--- src/fwps_defines.svh ---
`ifndef FWPS_DEFINES_SVH
`define FWPS_DEFINES_SVH

// ----------------------------------------------------------------------
// Array geometry
// ----------------------------------------------------------------------
`define FWPS_ADDR_W       18
`define FWPS_MEM_TOP      18'h3FFFF
`define FWPS_TOP_SECT_LO  18'h3F000
`define FWPS_BOT_SECT_HI  18'h00FFF
`define FWPS_SECT_LSB     12
`define FWPS_B32_LSB      15
`define FWPS_B64_LSB      16
`define FWPS_BP_Q1_LO     18'h30000
`define FWPS_BP_HALF_LO   18'h20000
`define FWPS_AAI_STEP     18'h00002

// ----------------------------------------------------------------------
// Command codes from the serial decoder
// ----------------------------------------------------------------------
`define FWPS_CMD_W        4
`define FWPS_CMD_NONE     4'h0
`define FWPS_CMD_WRITE_ENABLE_CMD     4'h1
`define FWPS_CMD_WRITE_DISABLE_CMD     4'h2
`define FWPS_CMD_STATUS_WRITE_CMD     4'h3
`define FWPS_CMD_BYTE     4'h4
`define FWPS_CMD_AAI      4'h5
`define FWPS_CMD_SECT     4'h6
`define FWPS_CMD_BLK32    4'h7
`define FWPS_CMD_BLK64    4'h8
`define FWPS_CMD_CHIP     4'h9

// ----------------------------------------------------------------------
// Status field positions and power-up values
// ----------------------------------------------------------------------
`define FWPS_SM_BUSY      0
`define FWPS_SM_WEL       1
`define FWPS_SM_BP_LO     2
`define FWPS_SM_BP_HI     3
`define FWPS_SM_AAI       6
`define FWPS_SM_BPL       7
`define FWPS_SL_TSP       2
`define FWPS_SL_BSP       3
`define FWPS_BP_RST       2'h3
`define FWPS_BPL_RST      1'h0
`define FWPS_SL_RST       1'h0

`endif

--- src/fwps_status_ctrl_unused_guard.sv ---
`default_nettype none
`default_nettype wire

--- src/fwps_pkg.sv ---
`default_nettype none
`include "fwps_defines.svh"

package fwps_pkg;

    typedef enum logic [`FWPS_CMD_W-1:0] {
        FWPS_NONE  = `FWPS_CMD_NONE,
        FWPS_WRITE_ENABLE_CMD  = `FWPS_CMD_WRITE_ENABLE_CMD,
        FWPS_WRITE_DISABLE_CMD  = `FWPS_CMD_WRITE_DISABLE_CMD,
        FWPS_STATUS_WRITE_CMD  = `FWPS_CMD_STATUS_WRITE_CMD,
        FWPS_BYTE  = `FWPS_CMD_BYTE,
        FWPS_AAI   = `FWPS_CMD_AAI,
        FWPS_SECT  = `FWPS_CMD_SECT,
        FWPS_BLK32 = `FWPS_CMD_BLK32,
        FWPS_BLK64 = `FWPS_CMD_BLK64,
        FWPS_CHIP  = `FWPS_CMD_CHIP
    } fwps_cmd_e;

    typedef enum logic [1:0] {
        FWPS_IDLE = 2'h1,
        FWPS_BUSY = 2'h2
    } fwps_state_e;

    typedef logic [`FWPS_ADDR_W-1:0] fwps_addr_t;

    typedef struct packed {
        fwps_state_e st;
        logic        wp_s1;
        logic        wp_s2;
        logic        write_enable_latch;
        logic        aai_mode;
        logic [1:0]  block_protect;
        logic        protect_lock_bit;
        logic        top_sector_lock;
        logic        bottom_sector_lock;
        fwps_addr_t  aai_addr;
        logic        start;
        fwps_cmd_e   op;
        fwps_addr_t  op_addr;
        logic        refused;
        logic [7:0]  stat_main;
        logic [7:0]  stat_sect;
    } fwps_state_s;

endpackage

`default_nettype wire

--- src/fwps_range_check.sv ---
`default_nettype none
`include "fwps_defines.svh"

module fwps_range_check
    import fwps_pkg::*;
(
    input  wire fwps_cmd_e  op,
    input  wire fwps_addr_t addr,
    input  wire logic [1:0] block_protect,
    input  wire logic       top_sector_lock,
    input  wire logic       bottom_sector_lock,
    output logic            hit
);

    fwps_addr_t lo;
    fwps_addr_t hi;
    fwps_addr_t bp_lo;

    // ------------------------------------------------------------------
    // Target span of the operation
    // ------------------------------------------------------------------
    always_comb begin
        lo = addr;
        hi = addr;
        case (op)
            FWPS_AAI: begin
                lo = {addr[`FWPS_ADDR_W-1:1], 1'b0};
                hi = {addr[`FWPS_ADDR_W-1:1], 1'b1};
            end
            FWPS_SECT: begin
                lo = addr & ~fwps_addr_t'((1 << `FWPS_SECT_LSB) - 1);
                hi = addr | fwps_addr_t'((1 << `FWPS_SECT_LSB) - 1);
            end
            FWPS_BLK32: begin
                lo = addr & ~fwps_addr_t'((1 << `FWPS_B32_LSB) - 1);
                hi = addr | fwps_addr_t'((1 << `FWPS_B32_LSB) - 1);
            end
            FWPS_BLK64: begin
                lo = addr & ~fwps_addr_t'((1 << `FWPS_B64_LSB) - 1);
                hi = addr | fwps_addr_t'((1 << `FWPS_B64_LSB) - 1);
            end
            FWPS_CHIP: begin
                lo = '0;
                hi = `FWPS_MEM_TOP;
            end
            default: begin
                lo = addr;
                hi = addr;
            end
        endcase
    end

    // ------------------------------------------------------------------
    // Protected region checks
    // ------------------------------------------------------------------
    always_comb begin
        case (block_protect)
            2'h1:    bp_lo = `FWPS_BP_Q1_LO;
            2'h2:    bp_lo = `FWPS_BP_HALF_LO;
            default: bp_lo = '0;
        endcase
        hit = ((block_protect != 2'h0) && (hi >= bp_lo))
            || (top_sector_lock && (hi >= `FWPS_TOP_SECT_LO))
            || (bottom_sector_lock && (lo <= `FWPS_BOT_SECT_HI))
            || ((op == FWPS_CHIP) && (block_protect != 2'h0));
    end

endmodule

`default_nettype wire

--- src/fwps_status_ctrl.sv ---
`default_nettype none
`include "fwps_defines.svh"

module fwps_status_ctrl
    import fwps_pkg::*;
(
    input  wire logic       core_clk,
    input  wire logic       rstn,
    input  wire logic       wp_n,
    input  wire logic       cmd_valid,
    input  wire fwps_cmd_e  cmd_code,
    input  wire fwps_addr_t cmd_addr,
    input  wire logic [7:0] cmd_data,
    input  wire logic       cmd_data1_valid,
    input  wire logic [7:0] cmd_data1,
    input  wire logic       op_done,
    output logic [7:0]      status_main,
    output logic [7:0]      sector_lock_status,
    output logic            op_start,
    output fwps_cmd_e       op_code,
    output fwps_addr_t      op_addr,
    output logic            op_refused
);

    fwps_state_s q;
    fwps_state_s d;
    logic        cmd_hit;
    logic        next_hit;
    fwps_addr_t  aai_next;
    logic        aai_wrap;
    logic        locked;
    logic        is_prog;

    assign aai_next = q.aai_addr + `FWPS_AAI_STEP;
    assign aai_wrap = &q.aai_addr[`FWPS_ADDR_W-1:1];
    assign locked   = q.protect_lock_bit & ~q.wp_s2;
    assign is_prog  = (cmd_code == FWPS_BYTE) || (cmd_code == FWPS_AAI)
                   || (cmd_code == FWPS_SECT) || (cmd_code == FWPS_BLK32)
                   || (cmd_code == FWPS_BLK64) || (cmd_code == FWPS_CHIP);

    fwps_range_check u_cmd_chk (
        .op                 (cmd_code),
        .addr               (cmd_addr),
        .block_protect      (q.block_protect),
        .top_sector_lock    (q.top_sector_lock),
        .bottom_sector_lock (q.bottom_sector_lock),
        .hit                (cmd_hit)
    );

    // Looks one word ahead so auto-increment stops before protected space
    fwps_range_check u_aai_chk (
        .op                 (FWPS_AAI),
        .addr               (aai_next),
        .block_protect      (q.block_protect),
        .top_sector_lock    (q.top_sector_lock),
        .bottom_sector_lock (q.bottom_sector_lock),
        .hit                (next_hit)
    );

    // ------------------------------------------------------------------
    // Next state
    // ------------------------------------------------------------------
    always_comb begin
        d         = q;
        d.start   = 1'b0;
        d.refused = 1'b0;
        d.wp_s1   = wp_n;
        d.wp_s2   = q.wp_s1;
        case (q.st)
            FWPS_BUSY: begin
                // Commands arriving now are dropped; host must only poll
                if (op_done) begin
                    d.st = FWPS_IDLE;
                    if (!q.aai_mode) begin
                        d.write_enable_latch = 1'b0;
                    end else if (aai_wrap || next_hit) begin
                        d.aai_mode           = 1'b0;
                        d.write_enable_latch = 1'b0;
                    end
                end
            end
            FWPS_IDLE: begin
                if (cmd_valid) begin
                    case (cmd_code)
                        FWPS_WRITE_ENABLE_CMD: d.write_enable_latch = 1'b1;
                        FWPS_WRITE_DISABLE_CMD: begin
                            d.write_enable_latch = 1'b0;
                            d.aai_mode           = 1'b0;
                        end
                        FWPS_STATUS_WRITE_CMD: begin
                            d.write_enable_latch = 1'b0;
                            if (!locked) begin
                                d.protect_lock_bit = cmd_data[`FWPS_SM_BPL];
                                d.block_protect    =
                                    cmd_data[`FWPS_SM_BP_HI:`FWPS_SM_BP_LO];
                                if (cmd_data1_valid) begin
                                    d.top_sector_lock =
                                        cmd_data1[`FWPS_SL_TSP];
                                    d.bottom_sector_lock =
                                        cmd_data1[`FWPS_SL_BSP];
                                end
                            end
                        end
                        FWPS_AAI: begin
                            if (q.aai_mode) begin
                                d.start    = 1'b1;
                                d.op       = FWPS_AAI;
                                d.op_addr  = aai_next;
                                d.aai_addr = aai_next;
                                d.st       = FWPS_BUSY;
                            end else if (!q.write_enable_latch
                                         || cmd_hit) begin
                                d.refused = 1'b1;
                            end else begin
                                d.aai_mode = 1'b1;
                                d.aai_addr = {cmd_addr[`FWPS_ADDR_W-1:1],
                                              1'b0};
                                d.start    = 1'b1;
                                d.op       = FWPS_AAI;
                                d.op_addr  = d.aai_addr;
                                d.st       = FWPS_BUSY;
                            end
                        end
                        default: begin
                            if (is_prog) begin
                                if (!q.write_enable_latch || cmd_hit
                                    || q.aai_mode) begin
                                    d.refused = 1'b1;
                                end else begin
                                    d.start   = 1'b1;
                                    d.op      = cmd_code;
                                    d.op_addr = cmd_addr;
                                    d.st      = FWPS_BUSY;
                                end
                            end
                        end
                    endcase
                end
            end
            default: d.st = FWPS_IDLE;
        endcase
        // Reserved positions are never loaded, so they read zero
        d.stat_main = 8'h00;
        d.stat_main[`FWPS_SM_BUSY] = (d.st == FWPS_BUSY);
        d.stat_main[`FWPS_SM_WEL]  = d.write_enable_latch;
        d.stat_main[`FWPS_SM_BP_HI:`FWPS_SM_BP_LO] = d.block_protect;
        d.stat_main[`FWPS_SM_AAI]  = d.aai_mode;
        d.stat_main[`FWPS_SM_BPL]  = d.protect_lock_bit;
        d.stat_sect = 8'h00;
        d.stat_sect[`FWPS_SL_TSP] = d.top_sector_lock;
        d.stat_sect[`FWPS_SL_BSP] = d.bottom_sector_lock;
    end

    // ------------------------------------------------------------------
    // State register
    // ------------------------------------------------------------------
    always_ff @(posedge core_clk) begin
        if (!rstn) begin
            q                    <= '0;
            q.st                 <= FWPS_IDLE;
            q.op                 <= FWPS_NONE;
            q.block_protect      <= `FWPS_BP_RST;
            q.protect_lock_bit   <= `FWPS_BPL_RST;
            q.top_sector_lock    <= `FWPS_SL_RST;
            q.bottom_sector_lock <= `FWPS_SL_RST;
            q.stat_main          <= {4'h0, `FWPS_BP_RST, 2'h0};
        end else begin
            q <= d;
        end
    end

    assign status_main        = q.stat_main;
    assign sector_lock_status = q.stat_sect;
    assign op_start           = q.start;
    assign op_code            = q.op;
    assign op_addr            = q.op_addr;
    assign op_refused         = q.refused;
endmodule

`default_nettype wire

--- config.mk ---
export PLATFORM = sky130hd
export DESIGN_NAME = fwps_status_ctrl
export DESIGN_NICKNAME = d
export VERILOG_FILES = /design/src/fwps_status_ctrl_unused_guard.sv /design/src/fwps_pkg.sv /design/src/fwps_range_check.sv /design/src/fwps_status_ctrl.sv
export VERILOG_INCLUDE_DIRS = /design/src
export SDC_FILE = /design/constraint.sdc
export NUM_CORES = 1
export LEC_CHECK = 0
export BUFFER_PORTS_ARGS = -buffer_cell sky130_fd_sc_hd__buf_4
export CORE_MARGIN = 3
export CORE_UTILIZATION = 50
export DETAILED_ROUTE_END_ITERATION = 8
export PLACE_DENSITY = 0.75
export SETUP_SLACK_MARGIN = 0.1
export SLEW_MARGIN = 20
export SYNTH_ARGS = -nofsm -noshare
export SYNTH_HDL_FRONTEND = slang
export SYNTH_SLANG_ARGS = --single-unit
--- constraint.sdc ---
create_clock -name core_clk -period 7 [get_ports core_clk]
set_input_delay 1.05 -clock core_clk [delete_from_list [all_inputs] [get_ports core_clk]]
set_output_delay 1.05 -clock core_clk [all_outputs]
set_load 0.005 [all_outputs]
Yosys cells after proc, flatten, opt, wreduce, memory -nomap -nowiden --
Index checks and enable logic that the tools add are counted.
Word-level totals: flip-flop bits (word level) 69, output and inout bits 40, logic and storage cells 108
Operators by class: add/sub/neg operators 1, order comparisons 6, equal/unequal tests 17, multiplexer cells 34, bitwise operators 3, reduce and logical (&&, ||, !) cells 29
Operators with widths (number):
- one-hot mux 18 bit (5 select lines) | 2
- 2-to-1 mux 41 bit | 2
- 2-to-1 mux 49 bit | 1
- one-hot mux 24 bit (2 select lines) | 1
- 2-to-1 mux 47 bit | 1
- greater-or-equal comparator 18 bit | 2
- greater-or-equal comparator 18 bit, second input constant | 2
- less-or-equal comparator 18 x 12 -> 1 bit, second input constant | 2
- one-hot mux 18 bit (2 select lines) | 1
- 2-to-1 mux 24 bit | 1
- 2-to-1 mux 23 bit | 1
- adder 18 x 2 -> 18 bit, second input constant | 1
- 2-to-1 mux 18 bit | 1
- 2-to-1 mux 2 bit | 9
- AND reduction 17 bit | 1
- equality test 4 x 3 -> 1 bit, second input constant | 4
- logical OR 1 bit | 13
- one-hot mux 2 bit (2 select lines) | 3
- 2-to-1 mux 5 bit | 2
- equality test 4 x 2 -> 1 bit, second input constant | 2
- equality test 4 bit, second input constant | 2
- logical AND 1 bit | 7
- 2-to-1 mux 1 bit | 7
- equality test 2 bit, second input constant | 3
- other kinds (14) | 19

Longest topological paths before layout --
depth in word-level cells 15, gate-level depth with buffers 13, gate-level depth less buffers 12

Modules after synthesis --
From an unflattened synthesis, not the netlist that was laid out.
Second synthesis, totals: cell total of the unflattened synthesis 458, area total of the unflattened synthesis 3704.8 um^2
Modules (own cells, without submodules):
- fwps_status_ctrl | instances 1, cells an instance 390, area each 3226.8 um^2, sequential area each 1081.0 um^2
- fwps_range_check | instances 2, cells an instance 34, area each 239.0 um^2, sequential area each 0.0 um^2

Worst setup path before layout --
OpenSTA, ideal clock, no wires.
path type in2reg, from input port cmd_code[2], to register q (netlist bit op_addr[1]), library setup time 116 ps, arrival 3215 ps, data required time 6884 ps, setup slack 3669 ps, stages 11, path buffers 2, path through and4bb_4 -> or2_2 -> ha_1 -> nor4b_1 -> nand4_1 -> o221ai_2 -> a2111oi_2 -> or2_1 -> buf_4 -> buf_6 -> o211a_1
On the way: longest elaborated chain between the ends 11
Ends and longest elaborated chain:
- start: declaration | line fwps_status_ctrl.sv:11 | input wire fwps_cmd_e cmd_code,
- equality test 4 bit, or another cell as far along | line fwps_range_check.sv:25, fwps_range_check.sv:65, fwps_status_ctrl.sv:39
- one-hot mux 18 bit (5 select lines) | line fwps_range_check.sv:25 | case (op)
- greater-or-equal comparator 18 bit, on equally long branches
- logical AND 1 bit, on equally long branches | line fwps_range_check.sv:62, fwps_range_check.sv:63
- logical OR 1 bit (3 in a row) | line fwps_range_check.sv:62 | hit = ((block_protect != 2'h0) && (hi >= bp_lo))
- logical OR 1 bit | line fwps_status_ctrl.sv:112, fwps_status_ctrl.sv:126
- logical OR 1 bit | line fwps_status_ctrl.sv:127 | || q.aai_mode) begin
- != test 2 bit (no source line)
- AND reduction 6 bit (no source line)
- end: declaration | line fwps_status_ctrl.sv:25 | fwps_state_s q;
Parallel ways exist; a longest one is shown, timed or not. A chain may end at the register's enable or synchronous reset.

Worst setup path in the final report --
from input port cmd_code[0], to register q[56] in the netlist's numbering
On the way: longest elaborated chain between the ends 10
Ends and longest elaborated chain:
- equality test 4 bit, or another cell as far along | line fwps_range_check.sv:25, fwps_range_check.sv:65
- one-hot mux 18 bit (5 select lines) | line fwps_range_check.sv:25
- greater-or-equal comparator 18 bit, on equally long branches
- logical AND 1 bit, on equally long branches | line fwps_range_check.sv:62, fwps_range_check.sv:63
- logical OR 1 bit (3 in a row) | line fwps_range_check.sv:62
- logical OR 1 bit | line fwps_status_ctrl.sv:112 | || cmd_hit) begin
- != test 2 bit (no source line)
- AND reduction 4 bit (no source line) (*)
Mark *: on every way between the ends. The rest lies on a longest branch, timed or not.

==> summary.md <==
| Metric | Value |
|---|---|
| # hold bufs at CTS | 0 |
| RR Startpoint | q[61] |
| I/O Buffers | 64 |
| First-pass GRT wire length | 15,800 um |
| Nets | 500 |
| Crit start category | input pin |
| I/O Pins | 84 |
| Fraction of registers with async set/reset | 0 |
| Die width | 90.3 um |
| Cell Area, Synth | 3550 um^2 |
| Clock Tree Buf Depth | 2 |
| Layout area overhead | 9.87% |
| Post-synth EDFFs | 0 |
| Seq/Total Area, Yosys | 0.304 |
| Slew Viols, Final | 0 |
| Syn Inst Count | 428 |
| WP data arrival | 4.28 ns |
| Final Setup Violations | 0 |
| TritonRoute pass-1 iters | 4 |
| Final Skew | 0.00600 ns |
| Synth cell types | 75 |
| Leak | 0.00156 uW |
| RSZ-0062 raised after global routing | no |
| Initial Util | 0.520 |
| Setup WS post-layout | 2.94 ns |
| Hold crit path type | reg -> reg |
| Setup crit start | cmd_code[0] |
| Hold Path Cell Cnt | 1 |
| Hold worst-path end | q[40] |
| Commonest non-fill, non-tap cell in the layout | buf_4 |
| Top cell type by total area after synthesis | dfxtp_1 |
| CTS resizes | 0 |
| Most frequent cells in the layout | buf_4 (65), dfxtp_1 (54), a21oi_1 (31) |
| HP Start | q[40] |
| Ranking of synthesized cells by area | dfxtp_1 (30%), buf_4 (8.7%), a21oi_1 (4.4%) |
| Hold violation count in the final report | 0 |
| Status | finished, final reports clean |
| Worst R2R Setup Slack | 3.58 ns |
| Synth top area share | 0.304 |
| DR vias/cell | 5.97 |
| Pwr dens | 154 nW/um^2 |
| Synthesized flop and latch total | 54 |
| Clk sinks | 54 |
| Fin Setup TNS | 0 ns |
| Die area | 8150 um^2 |
| GP Congestion | 0.953 |
| Slew margin rel. | 0.291 |
| Most used DFF post-synth | dfxtp_1 |
| GRT Resource Usage Total | 0.235 |
| GRT overflow | 0 |
| Worst Tran Pin Value | 1.06 ns |
| Clock latency on the worst-skew pair | 0.31 ns |
| Fmax achieved | 0.247 GHz |
| Crit path required time | 7.23 ns |
| Peak supply drop | 0.0916 mV |
| Number of global-route vias before repair | 3,114 |
| Maxcap violations | 0 |
| Antenna violations before repair | 0 |
| CTS Root Cell | clkbuf_8 |
| CTS tree | done |
| Routed Antenna Nets | 0 |
| Residual DRC | 0 |
| Setup bufs post-CTS | 0 |
| CP endpoint kind | flip-flop |
| Die H | 90.3 um |
| Diode count | 0 |
| Via count | 3,245 |
| Hold WS | 0.451 ns |
| Final period utilization | 0.579 |
| CP max FO | 33 |
| Avg Inst Size Synth | 8.30 um^2 |
| Wirelength per Cell | 17.8 um |
| FP Rows | 30 |
| Core area | 6830 um^2 |
| H-tree depth | 2 |
| Dpl ws | 2.73 ns |
| R2R cell count | 11 |
| Reg clk slew, reported paths | 0.10 ns |
| Syn. warnings | 0 |
| Min cycle time layout | 4.06 ns |
| Final wirelength | 9710 um |
| DP Wirelength | 6890 um |
| Pin count of the biggest net entering global routing | 34 |
| Reg2reg end | q[56] |
| Critical path class | in -> reg |
| Share of cells above drive strength 1 | 0.221 |
| Initial DRC Count | 362 |
| Total CTS buffers | 5 |
-- synthesized netlist by cell type (all sizes together) (2+ instances only) --
cell	n
a22oi	3
nor4	9
a211oi	19
nor2	31
nand3	12
a31oi	5
a32oi	4
nand2	24
dfxtp	54
o211a	3
buf	47
or3	3
a21o	2
nand4	5
a221oi	18
a2111oi	2
nor2b	6
a211o	2
o21ai	30
xor2	3
clkbuf	13
ha	9
o211ai	4
a21oi	32
mux2i	2
xnor2	10
inv	25
and3	2
and2	8
nand2b	4
or2	4
nor4b	3
nor3	10
and4	2
-- critical path: stages --
cell      delay, ns
buf_4          0.15
and4bb_4       0.24
or2_2          0.27
ha_1           0.31
nor4b_1        0.33
nand4_1        0.30
o221ai_2       0.35
nor2_1         0.13
a21oi_4        0.72
a21oi_1        0.14
a221oi_2       0.27
-- layout make-up --
cell class | instances | area [um^2]
clock buffers | 5 | 68.8
fillers | 662 | 2930
multi-input cells | 296 | 2000
well taps | 96 | 120
repair buffers | 65 | 488
clock inverters | 3 | 47.5
inverters | 25 | 93.8
flip-flops and latches | 54 | 1080
-- registers in the layout, indices dropped and copies added (netlist names) --
signal	flops
status_main	4
q	24
sector_lock_status	1
op_code	4
op_refused	1
d	1
op_addr	18
op_start	1
-- power by group --
part / switching, uW / internal, uW
Combinational: 37.9 / 26.9
Clock: 115 / 109
Sequential: 1.46 / 309
Total: 154 / 445
-- through the flow --
stage	total power, uW	util	cell area (um^2)	std cells
after floorplan	354	-	3580	435
after global placement	380	0.554	3780	536
after detailed placement	381	0.554	3780	536
after CTS	603	0.571	3900	544
after global routing	618	0.571	3900	544
final	599	0.571	3900	544
-- cells by family after synthesis --
logic type / count (synthesis) / share of synthesized area
compound gates: 133 / 0.271
simple gates: 131 / 0.215
buf+inv: 85 / 0.139
flops: 54 / 0.304
xor+xnor: 13 / 0.0321
fa+ha+maj: 9 / 0.0317
mux: 2 / 0.00564
other cells: 1 / 0.00106
-- how the worst max path moves through the flow --
stage,end,depth (start not counted)
2_1_floorplan,op_addr[1],11
3_3_place_gp,q[55],11
4_1_cts,q[56],11
3_5_place_dp,q[56],11
5_1_grt,q[57],11
6_report,q[56],11
-- layer usage --
layer	global-route usage	vias to the layer above	wire length, um
met2	0.372	145	4590
met1	0.315	1517	4220
met4	0.0931	0	184
met3	0.0450	18	719
li1	-	1565	-
met5	0	-	0
Note: power is estimated with default switching activity, not from simulation.
